`src/rtl/lrp_pkg.sv`:
```
package lrp_pkg;
    localparam int unsigned CLK_HZ = 250_000_000;
    localparam int unsigned FRAME_DIV = 3072;
    localparam int unsigned FDIV_W = 12;
    localparam logic [FDIV_W-1:0] FRAME_LAST = FDIV_W'(FRAME_DIV - 1);
    localparam int unsigned CLEAR_CYC = 165;
    localparam int unsigned INIT_TIME_MS = 2;
    localparam int unsigned INIT_CYC = INIT_TIME_MS * (CLK_HZ / 1000);
    localparam int unsigned RESET_MIN_CYC = 3;
    localparam int unsigned CNT_W = 20;
    localparam int unsigned FCNT_W = 16;

    // avalon byte addresses, one word each
    localparam int unsigned ADDR_W = 4;
    localparam logic [ADDR_W-1:0] REG_CTRL = 4'h0;
    localparam logic [ADDR_W-1:0] REG_SUPPLY = 4'h4;
    localparam logic [ADDR_W-1:0] REG_STATUS = 4'h8;
    localparam logic [ADDR_W-1:0] REG_FRAME = 4'hc;

    // control word layout
    localparam int unsigned CTRL_W = 19;
    localparam int unsigned SHIFT_BIT = 0;
    localparam int unsigned INCR_BIT = 1;
    localparam int unsigned BLINK_BIT = 2;
    localparam int unsigned CURSOR_BIT = 3;
    localparam int unsigned DISPLAY_BIT = 4;
    localparam int unsigned EXT_SET_BIT = 5;
    localparam int unsigned MUX_RATE_BIT = 6;
    localparam int unsigned TWO_LINE_BIT = 7;
    localparam int unsigned BUS_WIDTH_BIT = 8;
    localparam int unsigned CGRAM_SEL_BIT = 9;
    localparam int unsigned ICON_BLINK_BIT = 10;
    localparam int unsigned ICON_ONLY_BIT = 11;
    localparam int unsigned SCREEN_CONF_BIT = 12;
    localparam int unsigned DISP_CONF_Q_BIT = 13;
    localparam int unsigned DISP_CONF_P_BIT = 14;
    localparam int unsigned TEMP_COEF_LOWER_BIT = 15;
    localparam int unsigned TEMP_COEF_UPPER_BIT = 16;
    localparam int unsigned STAGE_LOWER_BIT = 17;
    localparam int unsigned STAGE_UPPER_BIT = 18;
    localparam logic [CTRL_W-1:0] CTRL_RST = 19'h40102;

    // supply code layout
    localparam int unsigned SUP_W = 6;
    localparam int unsigned SUP_CHAR_LSB = 0;
    localparam int unsigned SUP_ICON_LSB = 8;
    localparam logic [SUP_W-1:0] SUP_RST = 6'h00;

    // status layout
    localparam int unsigned ST_SLEEP_BIT = 0;
    localparam int unsigned ST_INTOSC_BIT = 1;
    localparam int unsigned ST_CLEAR_BIT = 2;
    localparam int unsigned ST_BUSY_BIT = 7;

    typedef enum logic [1:0] {
        LRP_IDLE = 2'b00,
        LRP_HOLD = 2'b01,
        LRP_CLEAR = 2'b11,
        LRP_SETTLE = 2'b10
    } lrp_state_e;

    function automatic logic lrp_hit(input logic [ADDR_W-1:0] addr, input logic [ADDR_W-1:0] off);
        return addr == off;
    endfunction
endpackage

```
`src/rtl/lrp_bus_if.sv`:
```
interface lrp_bus_if;
    logic wr_stb;
    logic rd_stb;
    logic [3:0] addr;
    logic [31:0] wdata;
    logic [31:0] rdata;
    modport slave(output wr_stb, output rd_stb, output addr, output wdata, input rdata);
    modport regs(input wr_stb, input rd_stb, input addr, input wdata, output rdata);
endinterface

```
`src/rtl/lrp_top.sv`:
```
// Added by the designer: the address map and the Avalon-MM register port.
module lrp_top import lrp_pkg::*; #(
    parameter int unsigned INIT_CYCLES = INIT_CYC
) (
    // clock and reset
    input wire logic clk,
    input wire logic rst_n,
    // avalon register bus
    input wire logic [ADDR_W-1:0] avs_address,
    input wire logic avs_read,
    input wire logic avs_write,
    input wire logic [31:0] avs_writedata,
    output logic [31:0] avs_readdata,
    output logic avs_waitrequest,
    // device pins
    input wire logic reset_pin,
    input wire logic sleep_request_pin,
    input wire logic osc_pin_tied_high,
    // status and drive
    output logic busy_flag,
    output logic internal_osc_sel,
    output logic internal_osc_run,
    output logic bias_en,
    output logic lcd_drive_en,
    output logic lcd_frame_phase,
    output logic frame_tick,
    output logic clear_display_active,
    output logic i2c_reset,
    // control state
    output logic [CTRL_W-1:0] control_state,
    output logic [SUP_W-1:0] supply_code_op
);
    localparam logic [CNT_W-1:0] CLEAR_LAST = CNT_W'(CLEAR_CYC - 1);
    localparam logic [CNT_W-1:0] SETTLE_LAST = CNT_W'(INIT_CYCLES - CLEAR_CYC - 1);
    localparam logic [CNT_W-1:0] HOLD_MIN = CNT_W'(RESET_MIN_CYC);

    lrp_bus_if bus ();

    lrp_state_e state_q, state_d;
    logic [CNT_W-1:0] cnt_q, cnt_d;
    logic busy_q, clear_q, i2c_q;
    logic osc_sel_q, osc_run_q, bias_q, drive_q, phase_q;
    logic [CTRL_W-1:0] ctrl_q, ctrl_d;
    logic [SUP_W-1:0] vc_char_q, vc_char_d, vc_icon_q, vc_icon_d, code_q;
    logic div_phase;
    logic [FCNT_W-1:0] frame_cnt;

    lrp_avmm_slave u_slave (
        .clk(clk),
        .rst_n(rst_n),
        .address(avs_address),
        .read(avs_read),
        .write(avs_write),
        .writedata(avs_writedata),
        .readdata(avs_readdata),
        .waitrequest(avs_waitrequest),
        .bus(bus.slave)
    );

    // internal oscillator stops in sleep; an external clock keeps the divider going
    wire div_run = !(sleep_request_pin && osc_sel_q);

    // divider has no bus input, so host traffic cannot upset refresh
    lrp_frame_div u_div (
        .clk(clk),
        .rst_n(rst_n),
        .run(div_run),
        .frame_tick(frame_tick),
        .frame_phase(div_phase),
        .frame_count(frame_cnt)
    );

    // reset sequencing
    wire hold_ok = cnt_q >= HOLD_MIN;
    // a minimum-length pulse is only known good at its release edge, so load there too
    wire load_defaults = (state_q == LRP_HOLD) && hold_ok;
    wire [CNT_W-1:0] cnt_inc = cnt_q + 1'b1;

    always_comb begin
        state_d = state_q;
        cnt_d = cnt_inc;
        unique case (state_q)
            LRP_IDLE: begin
                cnt_d = '0;
            end
            LRP_HOLD: begin
                if (hold_ok) begin
                    cnt_d = cnt_q;
                end
                if (!reset_pin) begin
                    state_d = hold_ok ? LRP_CLEAR : LRP_IDLE;
                    cnt_d = '0;
                end
            end
            LRP_CLEAR: begin
                if (cnt_q == CLEAR_LAST) begin
                    state_d = LRP_SETTLE;
                    cnt_d = '0;
                end
            end
            LRP_SETTLE: begin
                if (cnt_q == SETTLE_LAST) begin
                    state_d = LRP_IDLE;
                    cnt_d = '0;
                end
            end
        endcase
        if (reset_pin && state_q != LRP_HOLD) begin
            state_d = LRP_HOLD;
            cnt_d = CNT_W'(1);
        end
    end

    // register writes; defaults win, and a busy device ignores the host
    wire hit_ctrl = lrp_hit(bus.addr, REG_CTRL);
    wire hit_sup = lrp_hit(bus.addr, REG_SUPPLY);
    wire hit_stat = lrp_hit(bus.addr, REG_STATUS);
    wire hit_frame = lrp_hit(bus.addr, REG_FRAME);
    wire wr_ok = bus.wr_stb && !busy_q;
    wire wr_ctrl = wr_ok && hit_ctrl;
    wire wr_sup = wr_ok && hit_sup;

    // sleep does not touch any of these, so state survives power-down
    assign ctrl_d = load_defaults ? CTRL_RST :
        wr_ctrl ? bus.wdata[CTRL_W-1:0] : ctrl_q;
    assign vc_char_d = load_defaults ? SUP_RST :
        wr_sup ? bus.wdata[SUP_CHAR_LSB +: SUP_W] : vc_char_q;
    assign vc_icon_d = load_defaults ? SUP_RST :
        wr_sup ? bus.wdata[SUP_ICON_LSB +: SUP_W] : vc_icon_q;

    // read side
    wire [31:0] status_word = (32'(busy_q) << ST_BUSY_BIT)
        | (32'(clear_q) << ST_CLEAR_BIT)
        | (32'(osc_sel_q) << ST_INTOSC_BIT)
        | (32'(sleep_request_pin) << ST_SLEEP_BIT);
    wire [31:0] sup_word = (32'(vc_char_q) << SUP_CHAR_LSB) | (32'(vc_icon_q) << SUP_ICON_LSB);
    assign bus.rdata = hit_ctrl ? 32'(ctrl_q) :
        hit_sup ? sup_word :
        hit_stat ? status_word :
        hit_frame ? 32'(frame_cnt) : 32'h0;

    wire [SUP_W-1:0] code_sel = ctrl_q[ICON_ONLY_BIT] ? vc_icon_q : vc_char_q;

    always_ff @(posedge clk or negedge rst_n) begin
        if (!rst_n) begin
            state_q <= LRP_IDLE;
            cnt_q <= '0;
            busy_q <= 1'b0;
            clear_q <= 1'b0;
            i2c_q <= 1'b0;
        end else begin
            state_q <= state_d;
            cnt_q <= cnt_d;
            busy_q <= state_d != LRP_IDLE;
            clear_q <= state_d == LRP_CLEAR;
            i2c_q <= state_d == LRP_HOLD;
        end
    end

    always_ff @(posedge clk or negedge rst_n) begin
        if (!rst_n) begin
            ctrl_q <= CTRL_RST;
            vc_char_q <= SUP_RST;
            vc_icon_q <= SUP_RST;
        end else begin
            ctrl_q <= ctrl_d;
            vc_char_q <= vc_char_d;
            vc_icon_q <= vc_icon_d;
        end
    end

    // pin-facing drive, all low while sleeping except osc_sel_q, which follows osc_pin_tied_high
    always_ff @(posedge clk or negedge rst_n) begin
        if (!rst_n) begin
            osc_sel_q <= 1'b1;
            osc_run_q <= 1'b0;
            bias_q <= 1'b0;
            drive_q <= 1'b0;
            phase_q <= 1'b0;
            code_q <= SUP_RST;
        end else begin
            osc_sel_q <= osc_pin_tied_high;
            osc_run_q <= osc_pin_tied_high && !sleep_request_pin;
            bias_q <= !sleep_request_pin;
            drive_q <= !sleep_request_pin;
            phase_q <= div_phase && !sleep_request_pin;
            code_q <= sleep_request_pin ? SUP_RST : code_sel;
        end
    end

    assign busy_flag = busy_q;
    assign clear_display_active = clear_q;
    assign i2c_reset = i2c_q;
    assign internal_osc_sel = osc_sel_q;
    assign internal_osc_run = osc_run_q;
    assign bias_en = bias_q;
    assign lcd_drive_en = drive_q;
    assign lcd_frame_phase = phase_q;
    assign control_state = ctrl_q;
    assign supply_code_op = code_q;
endmodule

```
`src/rtl/lrp_avmm_slave.sv`:
```
module lrp_avmm_slave import lrp_pkg::*; (
    // clock and reset
    input wire logic clk,
    input wire logic rst_n,
    // avalon side
    input wire logic [ADDR_W-1:0] address,
    input wire logic read,
    input wire logic write,
    input wire logic [31:0] writedata,
    output logic [31:0] readdata,
    output logic waitrequest,
    // register side
    lrp_bus_if.slave bus
);
    logic wait_q, wait_d;
    logic [31:0] rdata_q;
    wire req = read | write;

    // one wait cycle per access; data captured while still waiting
    assign wait_d = !(req && wait_q);
    assign bus.wr_stb = write && !wait_q;
    assign bus.rd_stb = read && wait_q;
    assign bus.addr = address;
    assign bus.wdata = writedata;
    assign readdata = rdata_q;
    assign waitrequest = wait_q;

    always_ff @(posedge clk or negedge rst_n) begin
        if (!rst_n) begin
            wait_q <= 1'b1;
            rdata_q <= 32'h0;
        end else begin
            wait_q <= wait_d;
            if (bus.rd_stb) begin
                rdata_q <= bus.rdata;
            end
        end
    end
endmodule

```
`src/rtl/lrp_frame_div.sv`:
```
module lrp_frame_div import lrp_pkg::*; (
    // clock and reset
    input wire logic clk,
    input wire logic rst_n,
    // control
    input wire logic run,
    // frame timing
    output logic frame_tick,
    output logic frame_phase,
    output logic [FCNT_W-1:0] frame_count
);
    logic [FDIV_W-1:0] div_q;
    logic tick_q, phase_q;
    logic [FCNT_W-1:0] fcnt_q;
    wire wrap = run && (div_q == FRAME_LAST);

    assign frame_tick = tick_q;
    assign frame_phase = phase_q;
    assign frame_count = fcnt_q;

    always_ff @(posedge clk or negedge rst_n) begin
        if (!rst_n) begin
            div_q <= '0;
            tick_q <= 1'b0;
            phase_q <= 1'b0;
            fcnt_q <= '0;
        end else begin
            tick_q <= wrap;
            if (run) begin
                div_q <= wrap ? '0 : div_q + 1'b1;
            end
            if (wrap) begin
                phase_q <= !phase_q;
                fcnt_q <= fcnt_q + 1'b1;
            end
        end
    end
endmodule

```
`config.mk`:
```
export PLATFORM = sky130hd
export DESIGN_NAME = lrp_top
export DESIGN_NICKNAME = d
export VERILOG_FILES = /design/src/rtl/lrp_pkg.sv /design/src/rtl/lrp_bus_if.sv /design/src/rtl/lrp_top.sv /design/src/rtl/lrp_avmm_slave.sv /design/src/rtl/lrp_frame_div.sv
export SDC_FILE = /design/constraint.sdc
export NUM_CORES = 1
export LEC_CHECK = 0
export BUFFER_PORTS_ARGS = -buffer_cell sky130_fd_sc_hd__buf_2
export CAP_MARGIN = 25
export CORE_UTILIZATION = 60
export CTS_CLUSTER_SIZE = 25
export DETAILED_ROUTE_END_ITERATION = 8
export PLACE_DENSITY_LB_ADDON = 0.05
export SETUP_SLACK_MARGIN = 0.02
export SYNTH_ARGS = -nofsm -noshare
export SYNTH_HDL_FRONTEND = slang
export SYNTH_SLANG_ARGS = --single-unit
```
`constraint.sdc`:
```
create_clock -name clk -period 3 [get_ports clk]
set_input_delay 0 -clock clk [delete_from_list [all_inputs] [get_ports clk]]
set_output_delay 0 -clock clk [all_outputs]
set_load 0.005 [all_outputs]
```
==> run summary, run 1 <==
#FFs+latches synth = 116
Area Overhead vs Synth = 22.32%
Detailed Route Iter0 Violations = 279
drt first pass iters = 5
Relative slew margins = 45.10%
DIE WIDTH = 98.89 um
CP Launch Type = flop
nature of the critical path endpoint = flop
Antenna Nets Post-Route = 0
Leak Pwr = 3.349 nW
clock buffer count from CTS = 17
unrepaired setup endpoints after global routing = false
PD cells = 607.2 mW/mm2
fin crit share = 77.79%
combinational group share of total power = 11.2%
cell breakdown of the critical path = ha_1 -> a21boi_1 -> nand4_1 -> nor3b_2 -> buf_4 -> nor2_1 -> mux2_2
largest stage delay on the critical path = 0.50 ns
diode count = 0
Routed WL = 14320 um
Worst-path clk slew = 0.06 ns
Boundary Pins = 110
number of max-cap violations = 0
CP max stage cell = nor3b_2
total track usage = 31.02%
Root Buffer = clkbuf_8
max-slew violation count = 0
final cell count without fillers = 784
Setup CP Type = flop to flop
final net count = 711
final setup margin = 0.6664 ns
Data arrival, critical path = 2.74 ns
Net Sw Frac = 27.42%
Core Region = 0.008891 mm2
total die area = 0.009779 mm2
Critical Path RT = 3.41 ns
CTS-repair resized insts = 0
CP Max Fanout = 8
worst min-delay path category = primary input to flop
antenna violations before repair = 0
Core Rows = 34
Post-Syn Instances = 557
DR vias/cell = 5.921
Least-Margin Pin Slew = 0.8216 ns
cell area after synthesis = 0.005633 mm2
vias in the first global route = 4589
Setup Viol. Count Final = 0
Port Buffer Count = 83
clk sinks = 116
Worst Hold Launch = avs_address[3]
CP startpoint = u_div.div_q[0]
CTS tree = built
Fin Clk Skew = 0.007921 ns
Final Hold Fails = 0
share of cells above drive strength 1 = 21.89%
vias = 4642
achievable clock frequency = 428.5 MHz
pre-CTS WS = 0.7230 ns
Synth async-reset ratio = 100.0%
Die Y = 98.89 um
Main synth FF type = dfrtp_1
Final Critical Period = 2.334 ns
Worst Hold Slack = 0.05346 ns
# placed instances = 724
Seq pwr share = 43.7%
Congestion Overflow GR = 0
wire length per cell = 18.27 um
clk buf depth = 2
first-pass GRT wire length = 22980 um
dpl hpwl = 9317 um
Starting Density = 63.35%
overall power = 4.184 mW
Post-synth EDFFs = 0
Setup TNS = 0 ns
DRC Markers = 0
postcts setup bufs = 0
reg2reg path depth = 7
beginning of the worst register-to-register path = u_div.div_q[0]
synth unique cells = 63
Switch Pwr = 1.147 mW
Clk pwr share = 45.1%
largest net degree at the start of global routing = 64
Hold Path Depth = 3
YS warnings = 0
syn avg cell area = 10.11 um2
R2R setup slack = 0.67 ns
Reg-to-Reg End = u_div.div_q[0]
hold path endpoint = u_slave.readdata[5]
CTS H-tree depth = 4
Internal = 3.036 mW
Clk Latency, worst-skew pair = 0.52 ns
Seq/Total Area, Yosys = 51.64%
peak supply drop = 0.3511 mV
routability cong. = 0.9090
status = finished, final reports clean
-- cell usage after synthesis (all sizes together) (2+ instances only) --
| cell type | instances | area, um2 |
|---|---|---|
| a31oi | 4 | 25.02 |
| clkbuf | 14 | 52.55 |
| mux4 | 3 | 67.56 |
| inv | 10 | 37.54 |
| nor4 | 7 | 86.33 |
| buf | 29 | 191.4 |
| xor2 | 19 | 166.4 |
| or3 | 4 | 25.02 |
| nand2 | 81 | 304.0 |
| o31ai | 4 | 30.03 |
| and2 | 6 | 38.79 |
| and4b | 2 | 21.27 |
| nand4 | 12 | 75.07 |
| nor2b | 3 | 18.77 |
| or2 | 2 | 12.52 |
| and3b | 2 | 21.27 |
| ha | 5 | 62.56 |
| nor3b | 2 | 20.02 |
| nand3 | 17 | 90.09 |
| and4 | 4 | 35.03 |
| nor2 | 52 | 197.7 |
| mux2 | 3 | 33.78 |
| nor3 | 12 | 65.06 |
| xnor2 | 9 | 78.83 |
| dfstp | 5 | 131.4 |
| o21ai | 28 | 140.1 |
| a21oi | 32 | 171.4 |
| or4 | 6 | 45.04 |
| and3 | 4 | 25.02 |
| a22o | 16 | 141.4 |
| mux2i | 28 | 280.3 |
| o22ai | 4 | 25.02 |
| a21o | 2 | 15.01 |
| dfrtp | 111 | 2778 |
| a32oi | 3 | 26.28 |
-- layout by cell type (no fill, tap or decap), types with 4 or more instances in the layout --
master         count
and4_1             4
a21oi_1           31
a31oi_1            4
ha_1               5
buf_2             82
xor2_1            19
dlygate4sd3_1     28
nand3_1           16
mux2i_1           28
nor3_1            11
conb_1            13
buf_4              7
clkinv_4           6
or3_1              4
o31ai_1            4
nor2_1            51
xnor2_1            9
clkbuf_16         16
dfrtp_1          111
o22ai_1            4
dfstp_2            5
nand4_1           12
a22o_1            15
and2_1             5
nand2_1           81
inv_1             10
or4_1              6
and3_1             4
o21ai_0           27
-- how the worst max path moves through the flow --
stage                     end  slack (ns)
6_report       u_div.div_q[0]        0.67
5_1_grt        u_div.div_q[0]        0.47
4_1_cts        u_div.div_q[0]        0.71
3_5_place_dp   u_div.div_q[0]        0.72
3_3_place_gp   u_div.div_q[0]        0.81
2_1_floorplan       cnt_q[14]        1.12
-- metrics by stage --
step / utilization (%) / instance area (um2)
6_report: 77.50 / 6890
5_1_grt: 77.50 / 6890
3_3_place_gp: 68.07 / 6052
2_1_floorplan: - / 5678
4_1_cts: 77.50 / 6890
3_5_place_dp: 68.07 / 6052
-- routing by layer --
layer | vias up | global-route usage [%] | routed length (um)
met1 | 2285 | 37.43 | 5848
met3 | 28 | 7.447 | 835
met2 | 170 | 53.95 | 7343
met5 | - | 0 | 0
met4 | 0 | 11.71 | 294
li1 | 2159 | - | -
-- state kept, by name, indices dropped and copies added, names as in the netlist --
| name | cells |
|---|---|
| busy_flag | 1 |
| clear_display_active | 1 |
| cnt_q | 20 |
| control_state | 19 |
| i2c_reset | 1 |
| internal_osc_run | 1 |
| internal_osc_sel | 1 |
| lcd_drive_en | 1 |
| lcd_frame_phase | 1 |
| state_q | 2 |
| supply_code_op | 6 |
| u_div.div_q | 12 |
| u_div.frame_count | 16 |
| u_div.frame_phase | 1 |
| u_div.frame_tick | 1 |
| u_slave.readdata | 19 |
| u_slave.waitrequest | 1 |
| vc_char_q | 6 |
| vc_icon_q | 6 |
-- what timing repair did --
action                                  CTS  global route
hold endpoints to repair                109             0
endpoints found under the setup margin    0             0
hold buffers                             28             0
-- power groups by stage --
stage | logic (mW) | registers, mW | clock network (mW)
after CTS | 0.469 | 1.82 | 1.90
after floorplan | 0.269 | 1.82 | 0
after global placement | 0.411 | 1.84 | 0
final | 0.468 | 1.83 | 1.89
after global routing | 0.520 | 1.84 | 1.96
after detailed placement | 0.430 | 1.85 | 0
-- critical path, delay by kind of cell (launching register included) --
family,cells,cell delay [ns]
AO/OA/AOI/OAI,1,0.31
adder cells (fa/ha/maj),1,0.16
buffers and inverters,1,0.25
flip-flops,1,0.39
multiplexers,1,0.26
AND/OR/NAND/NOR,3,0.86
-- cell type report --
type                       count  area [um2]
timing repair buffer         118       763.2
inverter                      10       37.54
sequential                   116        2909
multi-input combinational    400        2487
tap                          108       135.1
fill                         616        2001
clock inverter                14       130.1
clock buffer                  18       427.9
-- kinds of logic after synthesis --
logic type	after synthesis	share of synthesized area, %
AND/OR/NAND/NOR	221	19.92
adder cells (fa/ha/maj)	5	1.111
other	1	0.06657
AO/OA/AOI/OAI	99	11.13
buffers and inverters	53	4.998
multiplexers	34	6.775
flip-flops	116	51.64
XOR/XNOR	28	4.354
(Power assumes the default switching activity.)
==> run 2, diff against run 1 <==
- ABC_AREA: not set -> 1
- CORE_UTILIZATION: 60 -> 56
- clock period: 3 -> 2.3 ns (I/O delays scaled with it)
==> run 2 against run 1 <==
The run now ends with negative hold slack left; via count up 16%; largest power group is now registers; die area up 13%; setup slack worse by 0.50 ns; fmax up 9.5%; final cell count up 28%; design area up 6.2%; non-clock buffer count up 3; global-route usage down 1.2 points; critical path depth up 3.
==> run summary, run 2 <==
multiplexer share of the synthesized area = 0% (-6.8 points)
vias = 5399 (+16%)
Setup TNS = 0 ns (unchanged)
commonest cells in the netlist = nand2_1 (159), dfrtp_1 (111), inv_1 (96)
Seq/Total Area, Yosys = 48.69% (-3.0 points)
final net count = 901 (+27%)
Main synth FF type = dfrtp_1
PD cells = 883.8 mW/mm2 (+46%)
CP Max Fanout = 4 (-4)
status = finished, violations left
Root Buffer = clkbuf_8
CP startpoint = cnt_q[0]
delay-heaviest family, CP = simple AND/OR/NAND/NOR gates
WP buf/inv = 2 (+1)
largest net degree at the start of global routing = 54 (-16%)
#FFs+latches synth = 116 (unchanged)
Setup CP Type = flop to flop
Core Region = 0.01032 mm2 (+16%)
Worst-path clk slew = 0.05 ns (about the same)
Biggest register = cnt_q
most frequent cells in the layout = nand2_1 (159), dfrtp_1 (111), inv_1 (96), buf_2 (82), nor2_1 (73)
dpl hpwl = 10700 um (+15%)
Die Y = 105.3 um (+6.5%)
largest stage delay on the critical path = 0.56 ns (+0.06 ns)
cell breakdown of the critical path = ha_2 -> nor2_2 -> nand2_1 -> nor2_1 -> nand3_2 -> nand2_4 -> nand2_2 -> a31oi_1 -> dlygate4sd3_1 -> inv_1
Final Hold Fails = 4 (+4)
leading post-synthesis cells by cell area = dfrtp_1 (46%), nand2_1 (10%), inv_1 (6.0%)
Starting Density = 57.87% (-5.5 points)
Fin Clk Skew = 0.004368 ns (-0.003553 ns)
CP max stage cell = dlygate4sd3_1
syn avg cell area = 8.129 um2 (-20%)
Critical Path RT = 2.72 ns (-0.69 ns)
Worst Hold Slack = -0.006404 ns (-0.05987 ns)
worst min-delay path category = primary input to asynchronous set/reset pin
CTS tree = built
beginning of the worst register-to-register path = cnt_q[0]
nature of the critical path endpoint = flop
Post-Syn Instances = 735 (+32%)
achievable clock frequency = 469.3 MHz (+9.5%)
routability cong. = 0.9172 (+0.90%)
diode count = 0 (unchanged)
Boundary Pins = 110 (unchanged)
Data arrival, critical path = 2.55 ns (-0.19 ns)
cell area after synthesis = 0.005974 mm2 (+6.1%)
post-synth top area cell = dfrtp_1
Setup Viol. Count Final = 0 (unchanged)
Synth async-reset ratio = 100.0% (unchanged)
Detailed Route Iter0 Violations = 417 (+49%)
clk sinks = 116 (unchanged)
Antenna Nets Post-Route = 0 (unchanged)
Leak Pwr = 3.731 nW (+11%)
DR vias/cell = 5.394 (-8.9%)
Post-synth EDFFs = 0 (unchanged)
post-route design area = 0.007320 mm2 (+6.2%)
dpl cell area = 0.006455 mm2 (+6.7%)
first-pass GRT wire length = 25460 um (+11%)
max-slew violation count = 0 (unchanged)
Final Critical Period = 2.131 ns (-0.2026 ns)
Routed WL = 15400 um (+7.5%)
simple-gate share of the synthesized area = 24.69% (+4.8 points)
area share of fa/ha/maj cells after synthesis = 1.047% (-0.063 points)
total track usage = 29.83% (-1.2 points)
commonest non-fill, non-tap cell in the layout = nand2_1
antenna violations before repair = 0 (unchanged)
drt first pass iters = 5 (unchanged)
synth unique cells = 45 (-29%)
CP Launch Type = flop
Clk Latency, worst-skew pair = 0.52 ns (about the same)
unrepaired setup endpoints after global routing = false
clock buffer count from CTS = 17 (unchanged)
top-area cell type share of the netlist area = 46.49% (-2.8 points)
post-synthesis compound-gate area fraction = 12.29% (+1.2 points)
DIE WIDTH = 105.3 um (+6.5%)
Post-Synth XOR/XNOR Area = 2.932% (-1.4 points)
Largest register FFs = 20 (unchanged)
YS warnings = 0 (unchanged)
clk buf depth = 2 (unchanged)
Least-Margin Pin Slew = 0.6233 ns (-0.1982 ns)
CTS H-tree depth = 4 (unchanged)
Congestion Overflow GR = 0 (unchanged)
top-count cell post-synth = nand2_1
Core Rows = 37 (+8.8%)
number of max-cap violations = 0 (unchanged)
DRC Markers = 0 (unchanged)
failing checks = negative hold slack
total die area = 0.01109 mm2 (+13%)
Area Overhead vs Synth = 22.51%
vias in the first global route = 5149 (+12%)
fin crit share = 92.65% (+15 points)
peak supply drop = 0.6799 mV (+94%)
Port Buffer Count = 83 (unchanged)
share of cells above drive strength 1 = 19.65% (-2.2 points)
wire length per cell = 15.38 um (-16%)
largest family of logic cells by synthesized area = simple AND/OR/NAND/NOR gates
Relative slew margins = 58.33% (+13 points)
-- run 2: worst reg2reg max path, cell delays in order (launching register included) --
cell,delay (ns)
dfrtp_1,0.40
ha_2,0.22
nor2_2,0.11
nand2_1,0.07
nor2_1,0.11
nand3_2,0.14
nand2_4,0.14
nand2_2,0.09
a31oi_1,0.16
dlygate4sd3_1,0.56
inv_1,0.04
-- run 2: path summary, 6_finish.rpt --
check	depth (start not counted)	slack, ns	end
setup / recovery	10	0.17	vc_icon_q[0]
hold / removal	2	-0.006	u_div.div_q[8]
setup reg to reg	10	0.17	vc_icon_q[0]
hold reg to reg	2	0.48	u_slave.readdata[17]
max in group asynchronous	3	1.57	u_slave.waitrequest
min in group clk	5	0.03	u_slave.readdata[18]
-- run 2: layout make-up --
| cell class | instances | area, um2 |
|---|---|---|
| Fill cell | 841 | 3004 |
| Sequential cell | 116 | 2909 |
| Multi-Input combinational cell | 494 | 2506 |
| Timing Repair Buffer | 121 | 784.5 |
| Clock buffer | 22 | 483.0 |
| Inverter | 103 | 389.1 |
| Tap cell | 136 | 170.2 |
| Clock inverter | 9 | 77.57 |
-- run 2: metal layers --
layer / GRT usage (%) / part of all wire (%)
met5: 0 / 0
met1: 41.49 / 44
met3: 6.803 / 6.4
met2: 46.01 / 47
met4: 10.56 / 1.7
-- run 2: per-stage QoR --
step	total power, mW	setup slack (ns)	utilization, %	instances
5_1_grt	6.785	0.01650	70.90	1001
6_report	6.469	0.1690	70.90	1001
3_3_place_gp	3.894	0.3250	62.53	940
2_1_floorplan	3.419	0.6538	-	747
3_5_place_dp	3.947	0.3090	62.53	940
4_1_cts	6.472	0.1001	70.48	997
-- run 2: kinds of logic (layout without fill, tap and decap cells) --
group	after synthesis	count (layout)
other	1	13
adder cells (fa/ha/maj)	5	5
XOR/XNOR	20	20
AO/OA/AOI/OAI	133	133
buffers and inverters	137	255
flip-flops	116	116
AND/OR/NAND/NOR	323	323
-- run 2: repair_timing --
item | CTS | global route
hold endpoints to repair | 157 | 0
endpoints found under the setup margin | 0 | 3
hold buffers | 26 | 0
buffers inserted | 0 | 4
gates resized for setup | 0 | 4
-- run 2: power breakdown --
part	total [mW]	internal, mW	switching [mW]
sequential	2.79	2.47	0.326
combinational	1.21	0.516	0.691
clock	2.47	1.56	0.909
==> run 3, diff against run 2 <==
- CORE_UTILIZATION: 56 -> 58
- CTS_BUF_LIST: not set -> sky130_fd_sc_hd__clkbuf_4 sky130_fd_sc_hd__clkbuf_8
- clock period: 2.3 -> 2.2 ns (I/O delays scaled with it)
==> run 3 against run 2 <==
The run now ends clean; fmax grew 3.7%; global-route usage shrank 0.53 points; power shrank 5.6%; count of clock-buffer cells in the layout grew 4; setup slack lost 0.024 ns; combinational power is essentially flat; critical path depth is the same; wire length shrank 4.2%; via count shrank 2.1%; sequential power grew 4%; die area shrank 3.4%; highest routed layer unchanged.
==> run summary, run 3 (synthesis gave the netlist of run 2 again) <==
Core Rows = 36 (-2.7%)
Reg-to-Reg End = control_state[8]
Congestion Overflow GR = 0 (unchanged)
vias in the first global route = 4784 (-7.1%)
largest stage delay on the critical path = 0.42 ns (-0.14 ns)
delay-heaviest family, CP = simple AND/OR/NAND/NOR gates
most frequent cells in the layout = nand2_1 (159), dfrtp_1 (111), inv_1 (96), buf_2 (82), nor2_1 (74)
first-pass GRT wire length = 23290 um (-8.5%)
Leak Pwr = 3.638 nW (-2.5%)
number of max-cap violations = 0 (unchanged)
beginning of the worst register-to-register path = cnt_q[0]
PD cells = 859.3 mW/mm2 (-2.8%)
Setup Viol. Count Final = 0 (unchanged)
Final Hold Fails = 0 (-4)
Starting Density = 60.57% (+2.7 points)
clk buf depth = 2 (unchanged)
share of cells above drive strength 1 = 19.16% (-0.49 points)
cell breakdown of the critical path = ha_1 -> nor2_1 -> nand2_1 -> nor2_1 -> nand3_2 -> nand2_2 -> buf_4 -> inv_1 -> o21ai_0 -> nand2_1
CP Max Fanout = 14 (+10)
DR vias/cell = 5.316 (-1.4%)
vias = 5284 (-2.1%)
reg2reg path depth = 10 (unchanged)
CP max stage cell = dfrtp_1
total track usage = 29.31% (-0.53 points)
CP Launch Type = flop
R2R setup slack = 0.14 ns (-0.02 ns)
hold path endpoint = vc_icon_q[0]
WP buf/inv = 2 (unchanged)
Routed WL = 14750 um (-4.2%)
Worst Hold Launch = avs_write
CTS tree = built
Setup TNS = 0 ns (unchanged)
# fillers = 781 (-7.1%)
Clk Latency, worst-skew pair = 0.44 ns (-0.08 ns)
Boundary Pins = 110 (unchanged)
Data arrival, critical path = 2.42 ns (-0.13 ns)
Final Critical Period = 2.055 ns (-0.07561 ns)
Detailed Route Iter0 Violations = 375 (-10%)
clk sinks = 116 (unchanged)
Antenna Nets Post-Route = 0 (unchanged)
peak supply drop = 0.6739 mV (-0.88%)
total die area = 0.01071 mm2 (-3.4%)
max-slew violation count = 0 (unchanged)
unrepaired setup endpoints after global routing = true
Fin Clk Skew = 0.007145 ns (+0.002777 ns)
final setup margin = 0.1446 ns (-0.02438 ns)
largest net degree at the start of global routing = 51 (-5.6%)
worst min-delay path category = primary input to flop
CTS H-tree depth = 4 (unchanged)
diode count = 0 (unchanged)
commonest non-fill, non-tap cell in the layout = nand2_1
wire length per cell = 14.84 um (-3.5%)
pre-CTS WS = 0.1772 ns (-0.1318 ns)
postcts setup bufs = 0 (unchanged)
dpl hpwl = 10550 um (-1.4%)
Least-Margin Pin Slew = 0.6126 ns (-0.01071 ns)
Port Buffer Count = 83 (unchanged)
Setup CP Type = flop to flop
Die Y = 103.5 um (-1.7%)
DIE WIDTH = 103.5 um (-1.7%)
clock buffer count from CTS = 17 (unchanged)
Worst-path clk slew = 0.07 ns (+0.02 ns)
routability cong. = 0.9831 (+7.2%)
Largest register FFs = 20 (unchanged)
Relative slew margins = 59.04% (+0.72 points)
antenna violations before repair = 0 (unchanged)
Area Overhead vs Synth = 18.91%
final net count = 896 (-0.55%)
Root Buffer = clkbuf_8
achievable clock frequency = 486.5 MHz (+3.7%)
Critical Path RT = 2.56 ns (-0.16 ns)
drt first pass iters = 5 (unchanged)
DRC Markers = 0 (unchanged)
status = finished, final reports clean
nature of the critical path endpoint = flop
fin crit share = 93.43% (+0.77 points)
Core Region = 0.009864 mm2 (-4.4%)
Biggest register = cnt_q
Hold Path Depth = 7
[run 3: cell count changes in the layout (fill, tap and decap cells not counted), sizes merged]
cell | previous run | this run
buf | 95 | 91
clkbuf | 22 | 26
clkinvlp | 3 | 0
bufinv | 1 | 2
dlygate4sd3 | 26 | 25
inv | 103 | 102
[run 3: layout make-up]
class / instances / area, um2 / share of cell area [%]
inverter: 103 / 390.4 / 5.495
sequential: 116 / 2909 / 40.95
clock inverter: 6 / 80.08 / 1.127
timing repair buffer: 116 / 740.7 / 10.43
multi-input combinational: 494 / 2504 / 35.24
tap: 133 / 166.4 / 2.342
clock buffer: 26 / 314.1 / 4.421
[run 3: worst register-to-register path, stage by stage, from the launching register on]
cell and delay (ns):
dfrtp_1 0.42, ha_1 0.25, nor2_1 0.12, nand2_1 0.07, nor2_1 0.15, nand3_2 0.14
nand2_2 0.22, buf_4 0.26, inv_1 0.09, o21ai_0 0.19, nand2_1 0.08
[run 3: worst max-delay path by stage]
stage	from	end	cells past startpoint
floorplan	cnt_q[0]	control_state[14]	10
global placement	cnt_q[0]	control_state[7]	10
detailed placement	cnt_q[0]	control_state[8]	10
CTS	cnt_q[0]	control_state[8]	10
global route	cnt_q[1]	cnt_q[8]	11
finish	cnt_q[0]	control_state[8]	10
[run 3: metal layers]
layer,up-vias,wire (um),GRT usage (%)
li1,2565,-,-
met5,-,0,0
met4,0,146,8.884
met1,2501,6557,40.21
met2,205,6889,44.57
met3,13,1161,9.274
[run 3: report_power, final]
| part | internal, mW | switching (mW) |
|---|---|---|
| logic | 0.524 | 0.715 |
| registers | 2.58 | 0.331 |
| clock network | 1.15 | 0.809 |
[run 3: timing repair]
item / in CTS / in global routing
hold buffers: 25 / 0
endpoints found under the setup margin: 0 / 6
hold endpoints to repair: 86 / 0
gates resized for setup: 0 / 2
[run 3: metrics by stage]
stage | area [um2] | util, % | instances | hold WS (ns) | total power [mW]
finish | 7104 | 72.02 | 994 | 0.09933 | 6.105
global route | 7104 | 72.02 | 994 | 0.09843 | 6.467
CTS | 7096 | 71.93 | 994 | 0.05303 | 6.107
detailed placement | 6451 | 65.40 | 937 | 0.03912 | 4.112
global placement | 6451 | 65.40 | 937 | 0.03066 | 4.065
floorplan | 6020 | - | 747 | -0.2956 | 3.575
